<file path="src/include/register_read_pkg.sv">
// Constants shared by the register read responder and its register map.
package register_read_pkg;

  // ==========================================================================
  // Frame layout
  // ==========================================================================
  localparam logic [7:0]  FC_HOLDING    = 8'h03;
  localparam logic [7:0]  FC_INPUT      = 8'h04;
  localparam logic [7:0]  EXC_FLAG      = 8'h80;
  localparam logic [7:0]  EXC_FUNCTION  = 8'h01;
  localparam logic [7:0]  EXC_ADDRESS   = 8'h02;
  localparam logic [7:0]  EXC_VALUE     = 8'h03;
  localparam logic [7:0]  STATION_MIN   = 8'h01;
  localparam logic [7:0]  STATION_MAX   = 8'hf7;
  localparam logic [3:0]  REQ_BYTES     = 4'hc;
  localparam logic [15:0] REQ_LENGTH    = 16'h0006;
  localparam logic [15:0] MAX_WORDS     = 16'h007d;
  localparam logic [8:0]  HDR_BYTES     = 9'h006;
  localparam logic [15:0] EXC_LENGTH    = 16'h0003;
  localparam logic [15:0] OK_LENGTH     = 16'h0003;
  localparam logic [8:0]  POS_LEN_HI    = 9'h004;
  localparam logic [8:0]  POS_LEN_LO    = 9'h005;
  localparam logic [8:0]  POS_STATION   = 9'h006;
  localparam logic [8:0]  POS_FUNCTION  = 9'h007;
  localparam logic [8:0]  POS_COUNT     = 9'h008;
  localparam logic [8:0]  POS_DATA      = 9'h009;

  // ==========================================================================
  // Register spaces
  // ==========================================================================
  localparam int          NAME_WORDS    = 4;
  localparam logic [15:0] HOLD_AO_BASE  = 16'h0000;
  localparam logic [15:0] HOLD_PRESET   = 16'h0100;
  localparam logic [15:0] HOLD_WATCHDOG = 16'h0101;
  localparam logic [15:0] HOLD_NAME     = 16'h0102;
  localparam logic [15:0] HOLD_TIMEOUT  = 16'h0106;
  localparam logic [15:0] IN_AI_BASE    = 16'h0000;
  localparam logic [15:0] IN_COUNTER    = 16'h0100;
  localparam logic [15:0] IN_DI_COUNT   = 16'h0101;
  localparam logic [15:0] IN_DO_COUNT   = 16'h0102;

  typedef enum logic [2:0]
  {
    st_collect = 3'b001,
    st_check   = 3'b010,
    st_send    = 3'b100
  } state_type;

endpackage : register_read_pkg

</file>
<file path="src/rtl/register_space_map.sv">
// Address decoder for the stored-settings and live-value register spaces.
`timescale 1ns/10ps
module register_space_map
  import register_read_pkg::*;
#(
  parameter int AO_N = 2,
  parameter int AI_N = 2
)
(
  input  wire logic                     live_space,
  input  wire logic [15:0]              addr,
  input  wire logic [15:0]              counter_preset,
  input  wire logic [15:0]              watchdog_setting,
  input  wire logic [16*NAME_WORDS-1:0] module_name,
  input  wire logic [15:0]              tcp_timeout,
  input  wire logic [16*AO_N-1:0]       ao_values,
  input  wire logic [15:0]              counter_value,
  input  wire logic [15:0]              di_channels,
  input  wire logic [15:0]              do_channels,
  input  wire logic [16*AI_N-1:0]       ai_values,
  output logic      [15:0]              word,
  output logic                          hit
);

  logic [15:0] offset;

  // ==========================================================================
  // Decode
  // ==========================================================================
  always_comb
  begin
    word   = 16'h0000;
    hit    = 1'b0;
    offset = 16'h0000;
    if (!live_space)
    begin
      if (addr - HOLD_AO_BASE < 16'(AO_N))
      begin
        offset = addr - HOLD_AO_BASE;
        word   = ao_values[16*offset +: 16];
        hit    = 1'b1;
      end
      else if (addr == HOLD_PRESET)
      begin
        word = counter_preset;
        hit  = 1'b1;
      end
      else if (addr == HOLD_WATCHDOG)
      begin
        word = watchdog_setting;
        hit  = 1'b1;
      end
      else if (addr >= HOLD_NAME && addr - HOLD_NAME < 16'(NAME_WORDS))
      begin
        // The first character sits in the top byte of the lowest word.
        offset = addr - HOLD_NAME;
        word   = module_name[16*(NAME_WORDS-1-offset) +: 16];
        hit    = 1'b1;
      end
      else if (addr == HOLD_TIMEOUT)
      begin
        word = tcp_timeout;
        hit  = 1'b1;
      end
    end
    else
    begin
      if (addr - IN_AI_BASE < 16'(AI_N))
      begin
        offset = addr - IN_AI_BASE;
        word   = ai_values[16*offset +: 16];
        hit    = 1'b1;
      end
      else if (addr == IN_COUNTER)
      begin
        word = counter_value;
        hit  = 1'b1;
      end
      else if (addr == IN_DI_COUNT)
      begin
        word = di_channels;
        hit  = 1'b1;
      end
      else if (addr == IN_DO_COUNT)
      begin
        word = do_channels;
        hit  = 1'b1;
      end
    end
  end

endmodule : register_space_map

</file>
<file path="src/rtl/register_read_responder.sv">
// Answers holding and input register read requests carried in TCP frames.
`timescale 1ns/10ps
module register_read_responder
  import register_read_pkg::*;
#(
  parameter int AO_N = 2,
  parameter int AI_N = 2
)
(
  input  wire logic                                        clock,
  input  wire logic                                        sys_rst,
  input  wire logic [7:0]                                  station_id,
  input  wire logic [7:0]                                  rx_data,
  input  wire logic                                        rx_valid,
  input  wire logic                                        rx_last,
  output logic                                             rx_ready,
  output logic      [7:0]                                  tx_data,
  output logic                                             tx_valid,
  output logic                                             tx_last,
  input  wire logic                                        tx_ready,
  input  wire logic [15:0]                                 counter_preset,
  input  wire logic [15:0]                                 watchdog_setting,
  input  wire logic [16*register_read_pkg::NAME_WORDS-1:0] module_name,
  input  wire logic [15:0]                                 tcp_timeout,
  input  wire logic [16*AO_N-1:0]                          ao_values,
  input  wire logic [15:0]                                 counter_value,
  input  wire logic [15:0]                                 di_channels,
  input  wire logic [15:0]                                 do_channels,
  input  wire logic [16*AI_N-1:0]                          ai_values
);
  import register_read_pkg::*;

  state_type   state;
  state_type   next_state;
  logic [7:0]  req [0:11];
  logic [7:0]  next_req [0:11];
  logic [3:0]  rx_count;
  logic [3:0]  next_rx_count;
  logic [8:0]  idx;
  logic [8:0]  next_idx;
  logic [6:0]  scan;
  logic [6:0]  next_scan;
  logic        exc;
  logic        next_exc;
  logic [7:0]  exc_code;
  logic [7:0]  next_exc_code;
  logic        next_rx_ready;
  logic [7:0]  next_tx_data;
  logic        next_tx_valid;
  logic        next_tx_last;

  logic [7:0]  fcode;
  logic [15:0] start;
  logic [15:0] wcount;
  logic [15:0] length;
  logic [8:0]  total;
  logic        station_ok;
  logic        live_space;
  logic [15:0] word_addr;
  logic [15:0] word;
  logic        hit;
  logic [8:0]  out_pos;

  // ==========================================================================
  // Request fields and reply length
  // ==========================================================================
  assign fcode      = req[7];
  assign start      = {req[8], req[9]};
  assign wcount     = {req[10], req[11]};
  assign live_space = (fcode == FC_INPUT);
  assign length     = exc ? EXC_LENGTH : OK_LENGTH + {wcount[14:0], 1'b0};
  assign total      = HDR_BYTES + length[8:0];
  assign out_pos    = idx - 9'h001;
  // Out-of-range station numbers never match, even if the strap is bad.
  assign station_ok = req[6] == station_id && req[6] >= STATION_MIN && req[6] <= STATION_MAX;
  // Data words are fetched in ascending order from the start address.
  assign word_addr  = (state == st_check) ? start + {9'h000, scan}
                                          : start + {8'h00, 8'((idx - POS_DATA) >> 1)};

  register_space_map #(
    .AO_N (AO_N),
    .AI_N (AI_N)
  ) map (
    .live_space       (live_space),
    .addr             (word_addr),
    .counter_preset   (counter_preset),
    .watchdog_setting (watchdog_setting),
    .module_name      (module_name),
    .tcp_timeout      (tcp_timeout),
    .ao_values        (ao_values),
    .counter_value    (counter_value),
    .di_channels      (di_channels),
    .do_channels      (do_channels),
    .ai_values        (ai_values),
    .word             (word),
    .hit              (hit)
  );

  // ==========================================================================
  // Next state
  // ==========================================================================
  always_comb
  begin
    next_state    = state;
    next_req      = req;
    next_rx_count = rx_count;
    next_idx      = idx;
    next_scan     = scan;
    next_exc      = exc;
    next_exc_code = exc_code;
    next_tx_data  = tx_data;
    next_tx_valid = tx_valid;
    next_tx_last  = tx_last;
    case (state)
      st_collect:
      begin
        if (rx_valid && rx_ready)
        begin
          if (rx_count < REQ_BYTES)
          begin
            next_req[rx_count] = rx_data;
          end
          next_rx_count = rx_last ? 4'h0 : (rx_count == REQ_BYTES ? rx_count : rx_count + 4'h1);
          // Only a twelve-byte frame whose length field says six is a read.
          if (rx_last && rx_count == REQ_BYTES - 4'h1 && {req[4], req[5]} == REQ_LENGTH)
          begin
            next_state = st_check;
            next_scan  = 7'h00;
          end
        end
      end
      st_check:
      begin
        next_idx = 9'h000;
        next_exc = 1'b1;
        if (!station_ok)
        begin
          next_state = st_collect;
        end
        else if (fcode != FC_HOLDING && fcode != FC_INPUT)
        begin
          next_exc_code = EXC_FUNCTION;
          next_state    = st_send;
        end
        else if (wcount == 16'h0000 || wcount > MAX_WORDS)
        begin
          next_exc_code = EXC_VALUE;
          next_state    = st_send;
        end
        else if (!hit)
        begin
          // Every word of the range is probed before the reply starts.
          next_exc_code = EXC_ADDRESS;
          next_state    = st_send;
        end
        else if ({9'h000, scan} == wcount - 16'h0001)
        begin
          next_exc   = 1'b0;
          next_state = st_send;
        end
        else
        begin
          next_scan = scan + 7'h01;
        end
      end
      st_send:
      begin
        if (!tx_valid || tx_ready)
        begin
          if (idx < total)
          begin
            next_tx_valid = 1'b1;
            next_tx_last  = (idx == total - 9'h001);
            next_idx      = idx + 9'h001;
            if (idx < POS_LEN_HI)
            begin
              next_tx_data = req[idx[1:0]];
            end
            else if (idx == POS_LEN_HI)
            begin
              next_tx_data = length[15:8];
            end
            else if (idx == POS_LEN_LO)
            begin
              next_tx_data = length[7:0];
            end
            else if (idx == POS_STATION)
            begin
              next_tx_data = req[6];
            end
            else if (idx == POS_FUNCTION)
            begin
              next_tx_data = exc ? (fcode | EXC_FLAG) : fcode;
            end
            else if (idx == POS_COUNT)
            begin
              next_tx_data = exc ? exc_code : {wcount[6:0], 1'b0};
            end
            else
            begin
              // Odd positions carry the high byte of each word.
              next_tx_data = idx[0] ? word[15:8] : word[7:0];
            end
          end
          else
          begin
            next_tx_valid = 1'b0;
            next_tx_last  = 1'b0;
            next_state    = st_collect;
          end
        end
      end
      default:
      begin
        next_state = st_collect;
      end
    endcase
    // Input is held off while a request is judged or answered.
    next_rx_ready = (next_state == st_collect);
  end

  // ==========================================================================
  // Registers
  // ==========================================================================
  always_ff @(posedge clock or posedge sys_rst)
  begin
    if (sys_rst)
    begin
      state    <= st_collect;
      req      <= '{default: 8'h00};
      rx_count <= 4'h0;
      idx      <= 9'h000;
      scan     <= 7'h00;
      exc      <= 1'b0;
      exc_code <= 8'h00;
      rx_ready <= 1'b0;
      tx_data  <= 8'h00;
      tx_valid <= 1'b0;
      tx_last  <= 1'b0;
    end
    else
    begin
      state    <= next_state;
      req      <= next_req;
      rx_count <= next_rx_count;
      idx      <= next_idx;
      scan     <= next_scan;
      exc      <= next_exc;
      exc_code <= next_exc_code;
      rx_ready <= next_rx_ready;
      tx_data  <= next_tx_data;
      tx_valid <= next_tx_valid;
      tx_last  <= next_tx_last;
    end
  end
endmodule : register_read_responder

</file>
<file path="config.mk">
export PLATFORM = sky130hd
export DESIGN_NAME = register_read_responder
export DESIGN_NICKNAME = d
export VERILOG_FILES = /design/src/include/register_read_pkg.sv /design/src/rtl/register_space_map.sv /design/src/rtl/register_read_responder.sv
export SDC_FILE = /design/constraint.sdc
export NUM_CORES = 1
export LEC_CHECK = 0
export BUFFER_PORTS_ARGS = -buffer_cell sky130_fd_sc_hd__clkbuf_2
export CAP_MARGIN = 15
export CORE_MARGIN = 3
export CORE_UTILIZATION = 51
export DETAILED_ROUTE_END_ITERATION = 6
export PLACE_DENSITY = 0.8
export SLEW_MARGIN = 20
export SYNTH_ARGS = -nofsm -noshare
export SYNTH_HDL_FRONTEND = slang
export SYNTH_HIERARCHICAL = 1
export SYNTH_SLANG_ARGS = --single-unit
</file>
<file path="constraint.sdc">
create_clock -name clock -period 8.75 [get_ports clock]
set_input_delay 0.4375 -clock clock [delete_from_list [all_inputs] [get_ports clock]]
set_output_delay 0.4375 -clock clock [all_outputs]
set_load 0.02 [all_outputs]
</file>
# Word level (Yosys, flattened, before mapping)
# Index checks and enable logic that the tools add are counted.
[totals]
ff_bits = 139
in_bits = 245
out_inout_bits = 11
wordCells = 175
[classes]
mux = 70
shifts = 3
n_eq_ne = 33
n_addsub = 12
bitwise = 2
magnitude_cmp = 12
reduce_logical = 21
[ops]
columns = ["operator", "count"]
rows = [
  ["16-bit 2-to-1 mux", 12],
  ["8-bit 2-to-1 mux", 15],
  ["96-bit bitwise mux", 1],
  ["16-bit by 9-bit == test with 1-bit output, second input constant", 4],
  ["32-bit by 21-bit indexed part select with 16-bit output", 2],
  ["64-bit by 33-bit indexed part select with 16-bit output", 1],
  ["7-bit 2-to-1 mux", 7],
  ["9-bit by 3-bit == test with 1-bit output, second input constant", 4],
  ["8-bit demux with 4-bit select", 1],
  ["3-bit 2-to-1 mux", 9],
  ["8-bit binary-select mux with 3-bit select", 1],
  ["2-bit != test, second input constant", 10],
  ["9-bit 2-to-1 mux", 2],
  ["9-bit case mux with 2 select lines", 1],
  ["1-bit 2-to-1 mux", 17],
  ["2-bit by 16-bit subtractor with 17-bit output, first input constant", 1],
  ["16-bit by 7-bit adder with 16-bit output", 1],
  ["16-bit by 8-bit adder with 16-bit output", 1],
  ["2-bit by 16-bit adder with 16-bit output, first input constant", 1],
  ["16-bit by 3-bit == test with 1-bit output, second input constant", 1],
  ["7-bit by 16-bit == test with 1-bit output", 1],
  ["16-bit by 9-bit >= comparator with 1-bit output, second input constant", 1],
  ["16-bit by 7-bit greater-than comparator with 1-bit output, second input constant", 1],
  ["16-bit logical NOT", 1],
  ["41 further kinds", 57],
]

# Depth between registers and ports, before layout
[depth]
word_depth = 18
depth_mapped = 30
ltp_nobuf = 27

# Cells and area by module
# Netlist, hierarchy kept.
[by_module_without_submodules]
columns = ["module", "instances", "area_per_inst_um2", "cells_per_inst", "seq_area_each_um2"]
rows = [
  ["register_read_responder", 1, 8179.1, 803, 3329.4],
  ["register_space_map", 1, 2357.3, 294, 0.0],
]

# Worst setup path after synthesis
# Ideal clock, no wire load.
[synth_timing]
path_kind = "register to register"
start = "register idx[0]"
end = "register tx_data[0]"
n_path_buf = 4
arrival_ps = 6012
synth_period_minus_slack_ps = 6092
path_stages_with_launch = 29
required_time_ps = 8671
setup_slack_ps = 2658
cell_sequence = "dfrtp_1 clkbuf_1 buf_1 inv_1 ha_1 xnor2_1 o21ai_0 ha_1 a21o_1 a21o_1 a21oi_1 o21ai_0 a41oi_1 nor2_1 xor2_1 or4_4 or4_4 or2_1 buf_6 clkbuf_1 o221ai_1 nand2_1 o31ai_1 mux2i_1 mux2_2 o211a_1 o211ai_1 o211ai_1 a2bb2oi_1"
[synth_via]
elab_chain_cells = 18
elab_cells_between_ends = 45
[synth_rtl]
columns = ["item", "line_no", "text"]
rows = [
  ["start: declaration", "register_read_responder.sv:39", "logic [8:0] idx;"],
  ["start signal: assignment", "register_read_responder.sv:246", "idx <= next_idx;"],
  ["9-bit by 4-bit subtractor with 9-bit output (*)", "register_read_responder.sv:78", ": start + {8'h00, 8'((idx - POS_DATA) >> 1)};"],
  ["16-bit by 8-bit adder with 16-bit output (*)", "register_read_responder.sv:78", ""],
  ["16-bit 2-to-1 mux (*)", "register_read_responder.sv:77", "assign word_addr = (state == st_check) ? start + {9'h000, scan}"],
  ["via word_addr[11]", "register_read_responder.sv:59", "logic [15:0] word_addr;"],
  ["16-bit by 9-bit subtractor with 16-bit output", "register_space_map.sv:53, register_space_map.sv:56", ""],
  ["2-bit by 16-bit subtractor with 17-bit output / 16-bit by 3-bit < comparator with 1-bit output (equally long branches)", "register_space_map.sv:57, register_space_map.sv:53", ""],
  ["64-bit by 33-bit indexed part select with 16-bit output / 1-bit logical AND (equally long branches)", "register_space_map.sv:57, register_space_map.sv:53", ""],
  ["16-bit 2-to-1 mux", "register_space_map.sv:53", "else if (addr >= HOLD_NAME && addr - HOLD_NAME < 16'(NAME_WORDS))"],
  ["(+4 left out)", "n/a", ""],
  ["via word[0]", "register_read_responder.sv:60", "logic [15:0] word;"],
  ["8-bit 2-to-1 mux (*)", "register_read_responder.sv:202", "next_tx_data = idx[0] ? word[15:8] : word[7:0];"],
  ["8-bit 2-to-1 mux (*)", "register_read_responder.sv:195", "else if (idx == POS_COUNT)"],
  ["8-bit 2-to-1 mux (*)", "register_read_responder.sv:191", "else if (idx == POS_FUNCTION)"],
  ["8-bit 2-to-1 mux (*)", "register_read_responder.sv:187", "else if (idx == POS_STATION)"],
  ["8-bit 2-to-1 mux (*)", "register_read_responder.sv:183", "else if (idx == POS_LEN_LO)"],
  ["8-bit 2-to-1 mux (*)", "register_read_responder.sv:179", "else if (idx == POS_LEN_HI)"],
  ["8-bit 2-to-1 mux (*)", "register_read_responder.sv:175", "if (idx < POS_LEN_HI)"],
  ["end signal: assignment", "register_read_responder.sv:251", "tx_data <= next_tx_data;"],
  ["end: declaration", "register_read_responder.sv:17", "output logic [7:0] tx_data,"],
]
# Mark *: on every way through the listed nets, which the timed path passes. The rest lies on a longest branch. The select of a mux whose other input is x is not followed.
# A chain may end at the register's enable or synchronous reset.

# Final worst setup path
[layout_timing]
start = "register idx[1]"
end = "register tx_data[0]"
# The elaborated chain is that of the path after synthesis.

==> run summary <==
TritonCTS buffer count -> 17
Post-synth EDFFs -> 0
Vias/cell -> 6.41
Post-Syn Nets -> 1,376
Register area share after synthesis -> 31.6%
Tightest Hold Check Type -> input pin to async pin
Clk Latency, worst-skew pair -> 0.42 ns
DRT antenna net count -> 0
Post-route DRC -> 0
Port Buffers -> 255
Power Density -> 153 nW/um^2
GRT Residual Overflow -> 0
Register-to-Register Path Depth -> 25
Via count -> 10,200
Critical Path Start -> idx[1]
Root Buffer -> clkbuf_16
Routed WL -> 35.9 mm
Register area -> 3330 sq um
Synthesized instance count -> 1,097
Distinct cells, synth -> 86
Worst-path maximum fanout -> 15
Highest ir drop seen on vdd -> 174 uV
Worst R2R Start -> idx[1]
Startpoint type of the worst setup path -> flop
Post-route clock period utilization -> 82.7%
Die area -> 22,400 sq um
Initial drt markers -> 1,200
Seq cells post-synth -> 133
DP Worst Slack -> 1.69 ns
Setup TNS -> 0 ns
Fin cells -> 1,586
Worst path required time -> 9.10 ns
Post-DR wirelength/cell -> 22.6 um
Final setup vio count -> 0
RSZ-0062 raised after global routing -> no
Synth warnings -> 6
LEAKAGE -> 0.00542 uW
HPWL after detailed placement -> 27.3 mm
I/O Pins -> 256
Kind of critical path -> flop to flop
Core Util, Final -> 63.0%
Status -> finished, final reports clean
Crit. End Element -> flop
FF-to-FF setup slack -> 1.51 ns
Slew HR -> 30.7%
Chip width -> 150 um
Arr. time, crit path -> 7.59 ns
ANT cells -> 0
Synthesized area -> 10,500 sq um
Core area -> 19,800 sq um
Largest net degree at the start of global routing -> 84
Global-route wire length before repair -> 55.0 mm
Switch share -> 30.9%
Clock slew at reported path FFs -> 0.07 ns
Least-Margin Pin Slew -> 1.03 ns
NetSw -> 593 uW
DR pass1 iterations -> 6
Endpoints failing hold -> 0
Post-CTS Setup Bufs -> 0
RR Endpoint -> tx_data[0]
Clk sink count -> 133
Clock buffer depth -> 2
Final net count -> 1,587
Setup ws final -> 1.51 ns
TritonCTS clock tree -> built
CTS Hold Bufs -> 0
Post-Syn Area per Cell -> 9.60 sq um
Fill count -> 1,624
Leading cell type in the layout, fill and taps excluded -> clkbuf_2
Combinational Power Share -> 20.4%
Fmax -> 138 MHz
Area delta synth->final -> 18.7%
Main flop type after synthesis -> dfrtp_1
Clock Skew -> 0.00958 ns
Clock Power Share -> 37.0%
Seq pwr share -> 42.6%
Row Count -> 51
Int Power -> 1330 uW
Async S/R FF share, synth -> 100%
Starting Density -> 53.1%
Max-cap violation count -> 0
Placed Cells incl. Taps -> 1,554
PostCTS Resize Cnt -> 0
Initial antenna violation count -> 1
H-tree levels -> 4
Max-slew violation count -> 0
Multi-input gate area in the final layout -> 6820 sq um
Share of layout cells above drive strength 1 -> 35.2%
Tot GR Track Use -> 31.7%
RD Place Congestion -> 0.986
Power consumption -> 1920 uW
Final Critical Period -> 7.24 ns
Most frequent cells in the layout -> clkbuf_2 (255), dfrtp_1 (132), mux2_2 (107)
Vias in the first global route -> 9,665
Die height -> 150 um
==> area by class of cell <==
cell class                 count  share of cell area (%)
timing repair buffer         262                    10.7
multi-input combinational    865                    54.5
tap                          265                    2.65
clock inverter                15                    1.28
clock buffer                  17                    3.40
inverter                      29                   0.890
sequential                   133                    26.6
==> per-layer routing <==
layer / global-route usage, % / vias up / wire [um]
met5: 0 / - / 12
met1: 45.7 / 4964 / 14800
li1: - / 4518 / -
met3: 7.03 / 78 / 3970
met4: 9.42 / 2 / 1040
met2: 48.1 / 605 / 16100
==> stage by stage <==
step / area, sq um / hold WS [ns]
floorplan: 10500 / 0.471
global placement: 11900 / 0.470
detailed placement: 11900 / 0.476
CTS: 12500 / 0.121
global route: 12500 / 0.151
finish: 12500 / 0.101
==> synthesized netlist by cell type (all sizes together), types with 3 or more instances <==
cell / instances / share of area (%)
nand3b: 8 / 0.57
and3: 8 / 0.49
nand3: 20 / 0.95
or2: 3 / 0.18
mux4: 26 / 5.6
a31oi: 10 / 0.65
o21a: 3 / 0.21
mux2: 107 / 11
a21oi: 52 / 2.5
mux2i: 55 / 5.2
a21o: 12 / 0.86
buf: 21 / 1.1
a221oi: 15 / 1.3
nand2: 101 / 3.6
o21ai: 65 / 3.1
ha: 33 / 3.9
o22ai: 9 / 0.53
o31ai: 15 / 1.1
or3: 3 / 0.18
nor3b: 5 / 0.45
nand4: 12 / 0.86
inv: 29 / 1.0
nor3: 35 / 2.1
and2: 3 / 0.18
dfrtp: 132 / 31
clkbuf: 49 / 1.7
and4: 4 / 0.33
nand2b: 10 / 0.66
a22o: 4 / 0.33
nor4b: 3 / 0.39
o221ai: 8 / 0.67
nor2: 77 / 2.8
xnor2: 41 / 3.4
nor2b: 4 / 0.24
a211oi: 19 / 1.5
nor4: 17 / 1.5
xor2: 23 / 1.9
or4: 14 / 1.1
o211ai: 6 / 0.43
==> logic make-up after synthesis <==
| kind of cell | Yosys count | share of synthesized area, % |
|---|---|---|
| simple gates | 338 | 17.6 |
| compound gates | 241 | 15.3 |
| mux | 188 | 22.2 |
| flops | 133 | 31.6 |
| buf+inv | 99 | 3.84 |
| xor+xnor | 64 | 5.32 |
| fa+ha+maj | 34 | 4.11 |
==> state kept, by name, summed over array words and instances, names as in the netlist <==
register / flops
scan: 7
tx_last: 1
tx_data: 8
req: 88
rx_ready: 1
state: 3
tx_valid: 1
exc_code: 2
fcode: 8
idx: 9
exc: 1
rx_count: 4
==> critical path: stages, from the launching register on <==
cell	delay [ns]
dfrtp_1	0.83
inv_1	0.27
ha_1	0.29
xnor2_1	0.12
o21ai_0	0.33
ha_1	0.30
a21o_1	0.15
a21o_1	0.19
a21oi_1	0.18
o21ai_0	0.17
a41oi_1	0.41
nor2_1	0.09
xor2_1	0.20
nor4_1	0.48
and4_1	0.35
nand2_1	0.06
or4_1	0.46
a21oi_2	0.44
a221oi_1	0.30
o31ai_1	0.39
mux2i_1	0.17
mux2_2	0.29
o211a_1	0.21
o211ai_1	0.15
o211ai_1	0.11
a2bb2oi_1	0.18
==> worst max path at each step <==
stage,endpoint,slack [ns]
after floorplan,tx_data[0],2.66
after global placement,tx_data[7],1.80
after detailed placement,tx_data[0],1.69
after CTS,tx_data[7],1.67
after global routing,tx_data[7],1.09
final,tx_data[0],1.51
==> power by group through the flow <==
| stage | Sequential, uW | Combinational (uW) | Clock [uW] |
|---|---|---|---|
| after global placement | 813 | 371 | 0 |
| after floorplan | 786 | 270 | 0 |
| after CTS | 813 | 387 | 714 |
| after detailed placement | 823 | 384 | 0 |
| final | 818 | 391 | 710 |
| after global routing | 827 | 422 | 741 |
No activity file was read; power rests on OpenSTA's default activity.
